===== src/core/ssbr_defs.vh =====
// register map, field positions and reset values of the serial status block
`ifndef SSBR_DEFS_VH
`define SSBR_DEFS_VH
`define SSBR_OFS_FLAGS      8'h00
`define SSBR_OFS_DIVISOR    8'h04
`define SSBR_OFS_TXBUF      8'h08
`define SSBR_OFS_RXBUF      8'h0C
`define SSBR_OFS_CONTROL    8'h10
`define SSBR_OFS_MODE       8'h14
`define SSBR_OFS_IRQSTAT    8'h18
`define SSBR_OFS_IRQMASK    8'h1C
`define SSBR_TX_BUFFER_EMPTY_BIT       7
`define SSBR_RX_BUFFER_FULL_BIT       6
`define SSBR_OVR_BIT        5
`define SSBR_FRM_BIT        4
`define SSBR_PAR_BIT        3
`define SSBR_TRANSMIT_END_FLAG_BIT       2
`define SSBR_RX_ADDR_FLAG_BIT_BIT       1
`define SSBR_TX_ADDR_FLAG_BIT_BIT       0
`define SSBR_FLAGS_RESET    8'h84
`define SSBR_DIVISOR_RESET  8'hFF
`define SSBR_TXON_BIT       5
`define SSBR_RXON_BIT       4
`define SSBR_WAIT_BIT       3
`define SSBR_SYNC_BIT       7
`define SSBR_ASYNC_BASE     20'h00020
`define SSBR_SYNC_BASE      20'h00004
`define SSBR_IRQ_TXE_BIT    0
`define SSBR_IRQ_RXF_BIT    1
`define SSBR_IRQ_ERR_BIT    2
`define SSBR_IRQ_TRANSMIT_END_FLAG_BIT   3
`endif


===== src/core/ssbr_core.v =====
// status flags, bit-rate divisor and bit-rate generator of the serial unit
//
// The placing of the registers and the APB interface to the registers were left to the implementer.
`timescale 1ns/1ps
`include "ssbr_defs.vh"
// Summary of operation
// error and buffer flags: software may only clear
// tx empty resets one, set disabled/transfer
// tx empty cleared by armed zero, data write
// rx full resets zero, set on clean receive
// rx full cleared by armed zero, buffer read
// overrun resets zero, cleared by armed zero
// framing error resets zero, armed zero clears
// parity error resets zero, armed zero clears
// tx end resets one, set disabled/empty last
// tx end cleared by armed zero, data write
// received address bit captured, held when off
// transmit address bit writable, resets zero
// divisor eight bits, resets to all ones
// async period (N+1)*64*2^(2n-1) clocks
// sync period (N+1)*8*2^(2n-1) clocks
// address wait discards zero-bit characters, but their parity errors still set the parity flag
// transmitter off holds empty and end set
// hardware set beats software clear
module ssbr_core #(
   parameter CNT_W = 20
) (
   input  wire        clock,
   input  wire        sys_rst,
   input  wire        psel,
   input  wire        penable,
   input  wire        pwrite,
   input  wire [7:0]  paddr,
   input  wire [31:0] pwdata,
   output reg  [31:0] prdata,
   output wire        pready,
   output wire        pslverr,
   input  wire        txTake,
   input  wire        txLastBit,
   input  wire        rxDone,
   input  wire [7:0]  rxData,
   input  wire        rxMpBit,
   input  wire        rxParityErr,
   input  wire        rxFramingErr,
   output reg  [7:0]  txData,
   output wire        txMpBit,
   output wire        txOn,
   output wire        rxOn,
   output wire        syncMode,
   output reg         bitTick,
   output wire        irq
);

   reg  [7:0]       flags_reg;
   reg  [7:0]       flags_next;
   reg  [7:0]       armed_reg;
   reg  [7:0]       armed_next;
   reg  [7:0]       bit_rate_divisor;
   reg  [7:0]       rx_buffer;
   reg  [7:0]       control_reg;
   reg  [7:0]       mode_reg;
   reg  [3:0]       irqStat_reg;
   reg  [3:0]       irqStat_next;
   reg  [3:0]       irqMask_reg;
   reg  [CNT_W-1:0] rateCnt_reg;
   reg              mapped;
   reg  [7:0]       rdMux;

   wire setup    = psel & ~penable;
   wire access   = psel & penable;
   wire wrAcc    = access & pwrite;
   wire rdAcc    = access & ~pwrite;
   wire wrFlags  = wrAcc & (paddr == `SSBR_OFS_FLAGS);
   wire wrTxBuf  = wrAcc & (paddr == `SSBR_OFS_TXBUF);
   wire rdFlags  = rdAcc & (paddr == `SSBR_OFS_FLAGS);
   wire rdRxBuf  = rdAcc & (paddr == `SSBR_OFS_RXBUF);
   wire rdIrq    = rdAcc & (paddr == `SSBR_OFS_IRQSTAT);
   wire waitOn   = control_reg[`SSBR_WAIT_BIT];

   assign pready   = 1'b1;
   assign pslverr  = access & ~mapped;
   assign txOn     = control_reg[`SSBR_TXON_BIT];
   assign rxOn     = control_reg[`SSBR_RXON_BIT];
   assign syncMode = mode_reg[`SSBR_SYNC_BIT];
   assign txMpBit  = flags_reg[`SSBR_TX_ADDR_FLAG_BIT_BIT];
   assign irq      = |(irqStat_reg & irqMask_reg);

   // period in clocks: (N+1) * base/2 * 4^n, base 64 async or 8 sync
   function [CNT_W-1:0] bitPeriod;
      input [7:0] n;
      input [1:0] pre;
      input       sync;
      reg   [CNT_W-1:0] base;
      begin
         base = sync ? `SSBR_SYNC_BASE : `SSBR_ASYNC_BASE;
         bitPeriod = (({{(CNT_W-8){1'b0}}, n} + 1'b1) * base) << {pre, 1'b0};
      end
   endfunction

   // sw clear: a zero written to a flag that was last read as one
   function swClear;
      input       wr;
      input [7:0] data;
      input [7:0] armed;
      input integer b;
      begin
         swClear = wr & ~data[b] & armed[b];
      end
   endfunction

   always @* begin
      mapped = 1'b1;
      rdMux  = 8'h00;
      case (paddr)
         `SSBR_OFS_FLAGS:   rdMux = flags_reg;
         `SSBR_OFS_DIVISOR: rdMux = bit_rate_divisor;
         `SSBR_OFS_TXBUF:   rdMux = txData;
         `SSBR_OFS_RXBUF:   rdMux = rx_buffer;
         `SSBR_OFS_CONTROL: rdMux = control_reg;
         `SSBR_OFS_MODE:    rdMux = mode_reg;
         `SSBR_OFS_IRQSTAT: rdMux = {4'h0, irqStat_reg};
         `SSBR_OFS_IRQMASK: rdMux = {4'h0, irqMask_reg};
         default:           mapped = 1'b0;
      endcase
   end

   // read data captured in setup so it is stable through the access phase
   always @(posedge clock) begin
      if (sys_rst) begin
         prdata <= 32'h00000000;
      end else if (setup & ~pwrite) begin
         prdata <= {24'h000000, rdMux};
      end
   end

   // receive event decode
   wire rxTaken  = rxDone & rxOn;
   wire rxSkip   = waitOn & ~rxMpBit;
   wire rxOvr    = rxTaken & ~rxSkip & flags_reg[`SSBR_RX_BUFFER_FULL_BIT];
   wire rxFrm    = rxTaken & ~rxSkip & rxFramingErr;
   wire rxPar    = rxTaken & rxParityErr;
   wire rxGood   = rxTaken & ~rxSkip & ~rxOvr & ~rxFramingErr & ~rxParityErr;
   wire txeSet   = ~txOn | txTake;
   wire tendSet  = ~txOn | (txLastBit & flags_reg[`SSBR_TX_BUFFER_EMPTY_BIT]);

   always @* begin
      flags_next = flags_reg;
      armed_next = armed_reg;
      // arming uses the value software actually saw
      if (rdFlags) begin
         armed_next = armed_reg | prdata[7:0];
      end
      if (wrFlags) begin
         armed_next = 8'h00;
         flags_next[`SSBR_TX_ADDR_FLAG_BIT_BIT] = pwdata[`SSBR_TX_ADDR_FLAG_BIT_BIT];
      end
      // writes of one are ignored except to the tx address bit: only clears are applied
      if (swClear(wrFlags, pwdata[7:0], armed_reg, `SSBR_TX_BUFFER_EMPTY_BIT) | wrTxBuf) begin
         flags_next[`SSBR_TX_BUFFER_EMPTY_BIT] = 1'b0;
      end
      if (swClear(wrFlags, pwdata[7:0], armed_reg, `SSBR_RX_BUFFER_FULL_BIT) | rdRxBuf) begin
         flags_next[`SSBR_RX_BUFFER_FULL_BIT] = 1'b0;
      end
      if (swClear(wrFlags, pwdata[7:0], armed_reg, `SSBR_OVR_BIT)) begin
         flags_next[`SSBR_OVR_BIT] = 1'b0;
      end
      if (swClear(wrFlags, pwdata[7:0], armed_reg, `SSBR_FRM_BIT)) begin
         flags_next[`SSBR_FRM_BIT] = 1'b0;
      end
      if (swClear(wrFlags, pwdata[7:0], armed_reg, `SSBR_PAR_BIT)) begin
         flags_next[`SSBR_PAR_BIT] = 1'b0;
      end
      if (swClear(wrFlags, pwdata[7:0], armed_reg, `SSBR_TRANSMIT_END_FLAG_BIT) | wrTxBuf) begin
         flags_next[`SSBR_TRANSMIT_END_FLAG_BIT] = 1'b0;
      end
      // hardware sets come last so they win in the same cycle
      if (txeSet) begin
         flags_next[`SSBR_TX_BUFFER_EMPTY_BIT] = 1'b1;
      end
      if (rxGood) begin
         flags_next[`SSBR_RX_BUFFER_FULL_BIT] = 1'b1;
      end
      if (rxOvr) begin
         flags_next[`SSBR_OVR_BIT] = 1'b1;
      end
      if (rxFrm) begin
         flags_next[`SSBR_FRM_BIT] = 1'b1;
      end
      if (rxPar) begin
         flags_next[`SSBR_PAR_BIT] = 1'b1;
      end
      if (tendSet) begin
         flags_next[`SSBR_TRANSMIT_END_FLAG_BIT] = 1'b1;
      end
      // holds while reception is off since rxTaken needs rxOn
      if (rxTaken) begin
         flags_next[`SSBR_RX_ADDR_FLAG_BIT_BIT] = rxMpBit;
      end
   end

   always @* begin
      irqStat_next = rdIrq ? (irqStat_reg & ~prdata[3:0]) : irqStat_reg;
      if (txTake) begin
         irqStat_next[`SSBR_IRQ_TXE_BIT] = 1'b1;
      end
      if (rxGood) begin
         irqStat_next[`SSBR_IRQ_RXF_BIT] = 1'b1;
      end
      if (rxOvr | rxFrm | rxPar) begin
         irqStat_next[`SSBR_IRQ_ERR_BIT] = 1'b1;
      end
      if (txLastBit & flags_reg[`SSBR_TX_BUFFER_EMPTY_BIT]) begin
         irqStat_next[`SSBR_IRQ_TRANSMIT_END_FLAG_BIT] = 1'b1;
      end
   end

   always @(posedge clock) begin
      if (sys_rst) begin
         flags_reg   <= `SSBR_FLAGS_RESET;
         armed_reg   <= 8'h00;
         irqStat_reg <= 4'h0;
      end else begin
         flags_reg   <= flags_next;
         armed_reg   <= armed_next;
         irqStat_reg <= irqStat_next;
      end
   end

   always @(posedge clock) begin
      if (sys_rst) begin
         bit_rate_divisor <= `SSBR_DIVISOR_RESET;
         control_reg      <= 8'h00;
         mode_reg         <= 8'h00;
         irqMask_reg      <= 4'h0;
         txData           <= 8'h00;
      end else begin
         if (wrAcc) begin
            case (paddr)
               `SSBR_OFS_DIVISOR: bit_rate_divisor <= pwdata[7:0];
               `SSBR_OFS_TXBUF:   txData <= pwdata[7:0];
               `SSBR_OFS_CONTROL: control_reg <= pwdata[7:0];
               `SSBR_OFS_MODE:    mode_reg <= pwdata[7:0];
               `SSBR_OFS_IRQMASK: irqMask_reg <= pwdata[3:0];
               default: ;
            endcase
         end
         // an unrelated register write must not swallow the wait release
         if (rxTaken & waitOn & rxMpBit & ~(wrAcc & (paddr == `SSBR_OFS_CONTROL))) begin
            control_reg[`SSBR_WAIT_BIT] <= 1'b0;
         end
      end
   end

   // overrun keeps the unread byte, errored characters are not stored
   always @(posedge clock) begin
      if (sys_rst) begin
         rx_buffer <= 8'h00;
      end else if (rxGood) begin
         rx_buffer <= rxData;
      end
   end

   // restart on any divisor or mode write so the new rate takes at once
   wire rateReload = wrAcc & ((paddr == `SSBR_OFS_DIVISOR) | (paddr == `SSBR_OFS_MODE));

   always @(posedge clock) begin
      if (sys_rst) begin
         rateCnt_reg <= {CNT_W{1'b0}};
         bitTick     <= 1'b0;
      end else if (rateReload) begin
         rateCnt_reg <= {CNT_W{1'b0}};
         bitTick     <= 1'b0;
      end else if (rateCnt_reg == bitPeriod(bit_rate_divisor, mode_reg[1:0], syncMode) - 1'b1) begin
         rateCnt_reg <= {CNT_W{1'b0}};
         bitTick     <= 1'b1;
      end else begin
         rateCnt_reg <= rateCnt_reg + 1'b1;
         bitTick     <= 1'b0;
      end
   end

endmodule // ssbr_core


===== config.mk =====
export PLATFORM = sky130hd
export DESIGN_NAME = ssbr_core
export DESIGN_NICKNAME = d
export VERILOG_FILES = /design/src/core/ssbr_core.v
export VERILOG_INCLUDE_DIRS = /design/src /design/src/core
export SDC_FILE = /design/constraint.sdc
export NUM_CORES = 1
export LEC_CHECK = 0
export BUFFER_PORTS_ARGS = -buffer_cell sky130_fd_sc_hd__clkbuf_2
export CELL_PAD_IN_SITES_DETAIL_PLACEMENT = 1
export CELL_PAD_IN_SITES_GLOBAL_PLACEMENT = 1
export CORE_UTILIZATION = 45
export CTS_CLUSTER_DIAMETER = 80
export DETAILED_ROUTE_END_ITERATION = 10
export GPL_TIMING_DRIVEN = 0
export PLACE_DENSITY_LB_ADDON = 0.15
export RECOVER_POWER = 100
export SETUP_SLACK_MARGIN = 0.2
export SLEW_MARGIN = 10
export SYNTH_ARGS = -nofsm -noshare
export SYNTH_HDL_FRONTEND = slang
export SYNTH_SLANG_ARGS = --single-unit

===== constraint.sdc =====
create_clock -name clock -period 9.4 [get_ports clock]
set_input_delay 0.47 -clock clock [delete_from_list [all_inputs] [get_ports clock]]
set_output_delay 0.47 -clock clock [all_outputs]
set_load 0.03 [all_outputs]

==> flow_metrics.py <==
metrics = {
    "timing": {
        "max_slew_margin_pct": 13.8,
        "max_freq_mhz": 175,
        "fin_crit_ns": 5.73,
        "tightest_slew_ns": 1.28,
        "setup_viol": 0,
        "period_share_pct": 60.9,
        "finalHoldViolations": 0,
        "fin_setup_tns_ns": 0,
        "rsz0062_at_grt": "no",
        "worst_slack_ns": 3.67,
        "whs_ns": 0.351,
        "fin_skew_ns": 0.0111,
        "maxSlewViolCount": 0,
    },
    "clocking": {
        "cts_buffers": 9,
        "clk_transition_reported_paths_ns": 0.07,
        "cts_max_level": 3,
        "cts-root-buf": "clkbuf_16",
        "insertion_delay_ns": 0.35,
        "clkSinkCount": 91,
        "tritoncts": "built",
        "post_cts_resized": 0,
        "clock_path_buffers": 2,
        "holdBufCountCts": 0,
        "postCtsSetupRepairBufs": 0,
    },
    "grt": {
        "grt_max_degree": 17,
        "grt_overflow": 0,
        "grt_pass1_wl_mm": 34.4,
        "grt_antenna_before_repair": 0,
        "grt_pass1_vias": 6481,
        "grtUsageTotal_pct": 30.9,
    },
    "placed_design": {
        "place_area_um2": 6740,
        "gp_congestion": 0.913,
        "port_buffers": 57,
        "post-place-ws_ns": 4.11,
        "hpwl_mm": 16.1,
    },
    "final_layout": {
        "largest_reg_flops": 20,
        "syn_to_final_growth_pct": 14.6,
        "drive_above_1_share_pct": 11.5,
        "final_cell_area_um2": 7020,
        "fin_util_pct": 53.0,
        "layout.nets": 947,
        "filler_cell_count": 1719,
        "diodes": 0,
    },
    "hold_path": {
        "hold_path_startpoint": "rxData[5]",
        "hold_path.class": "in2reg",
    },
    "pwr": {
        "power_density_nw_per_um2": 124,
        "leakagePower_nw": 2.65,
        "irDropWorstVdd_uv": 94.3,
    },
    "yosys": {
        "synth_top_cell_by_area": "dfxtp_1",
        "ys_warn_count": 0,
        "syn_avg_cell_area_um2": 7.91,
        "syn_area_um2": 6130,
        "synth_cell_types": 75,
        "synth_edf_count": 0,
        "ys_seq_area_share_pct": 29.7,
        "synth_seq_cells": 91,
        "yosys-top-cells-count": "dfxtp_1 (91), nand2_1 (81), a21oi_1 (66), nor2_1 (63), nand3_1 (51)",
        "syn-instance-count": 775,
        "synth_most_common_cell": "dfxtp_1",
        "netlist.area_leader.share_pct": 29.7,
        "synthTopCellsByArea": "dfxtp_1 (30%), a21oi_1 (5.4%), nand2_1 (5.0%)",
        "synthArstFlopShare_pct": 0,
        "synth_ff_type": "dfxtp_1",
    },
    "worst_setup_path": {
        "cp-start-kind": "flop",
        "startpoint": "mode_reg[7]",
        "crit_arrival_ns": 5.92,
        "critPathRequiredTime_ns": 9.59,
        "end_kind": "flop",
        "cp_max_fo": 10,
        "critPathKind": "reg2reg",
        "rr_startpoint": "mode_reg[7]",
    },
    "die": {
        "initial_core_util_pct": 46.3,
        "num_rows": 42,
        "core_area_um2": 13200,
        "die_y_um": 119,
        "die-area_um2": 14100,
        "fp.dieW_um": 119,
        "io_pins": 107,
    },
    "outcome": {
        "status": "completed",
    },
    "flow_run": {
        "drv_cap": 0,
    },
    "detailed_routing": {
        "drtIter0Drc": 601,
        "drtPass1Iterations": 5,
        "antenna_left": 0,
        "wl_per_cell_um": 20.3,
        "via_count": 6397,
        "vias_per_cell": 6.08,
        "wirelength_mm": 21.4,
        "drc": 0,
    },
}
## cell usage in the layout (no fill, tap or decap), drive strengths merged, types with 23 or more instances in the layout
cell / instances
nand2: 81
conb: 31
a21oi: 66
a211oi: 23
clkbuf: 99
a22oi: 25
buf: 33
xnor2: 31
nand3: 51
dfxtp: 91
nor2: 63
## report_power, final
group	total, W	internal, W	switching [W]
registers	0.000389	0.000387	0.00000222
logic	0.0000822	0.0000282	0.0000540
clock network	0.000402	0.000236	0.000165
## metrics by stage
stage | total power [W] | std cells
final | 0.000873 | 1053
after global routing | 0.000897 | 1053
after CTS | 0.000873 | 1053
after detailed placement | 0.000478 | 1037
after global placement | 0.000475 | 1037
after floorplan | 0.000452 | 804
## final cells by class
cell class	instances	area, um^2	share of cell area (%)
plain buffers	65	353	5.02
well taps	176	220	3.14
multi-input cells	631	3980	56.7
inverters	17	63.8	0.909
clock buffers	10	229	3.26
repair buffers	57	255	3.64
flip-flops and latches	91	1820	25.9
clock inverters	6	95.1	1.35
## cell families (layout without fill, tap and decap cells)
group,count (synthesis),after routing,synth area share (%)
other,2,31,0.123
DFF,91,91,29.7
xor gates and xnor gates,48,48,7.08
muxes,22,22,4.06
and+or+nand+nor,309,309,25.6
buffers and inverters,82,155,7.04
AOI/OAI and AO/OA,205,205,23.0
adders and majority gates,16,16,3.39
## critical path, cell delays in order (launching register included)
cell and delay, ns:
dfxtp_1 0.35, clkbuf_1 0.29, clkbuf_1 0.39, buf_1 0.43, o32ai_1 0.18, ha_1 0.33, ha_1 0.29, clkbuf_1 0.20
nor3b_1 0.19, mux2_2 0.28, o31ai_1 0.50, nand4_1 0.37, a2111oi_0 0.37, a41oi_1 0.11, a2111oi_0 0.44, and4_4 0.28
clkbuf_1 0.42, a211oi_1 0.16
## metal layers
| metal | vias up | GRT usage (%) | share of wire (%) |
|---|---|---|---|
| li1 | 2980 | - | - |
| met1 | 3167 | 43.3 | 47 |
| met2 | 221 | 49.2 | 46 |
| met3 | 29 | 4.97 | 6.1 |
| met4 | 0 | 8.15 | 1.5 |
| met5 | - | 0 | 0 |
## worst paths after layout
check	end	slack (ns)	cells after the start
max	rateCnt_reg[0]	3.67	17
max reg2reg	rateCnt_reg[0]	3.67	17
min	rx_buffer[5]	0.35	3
min reg2reg	control_reg[1]	0.46	2
Note: power is estimated with default switching activity, not from simulation.
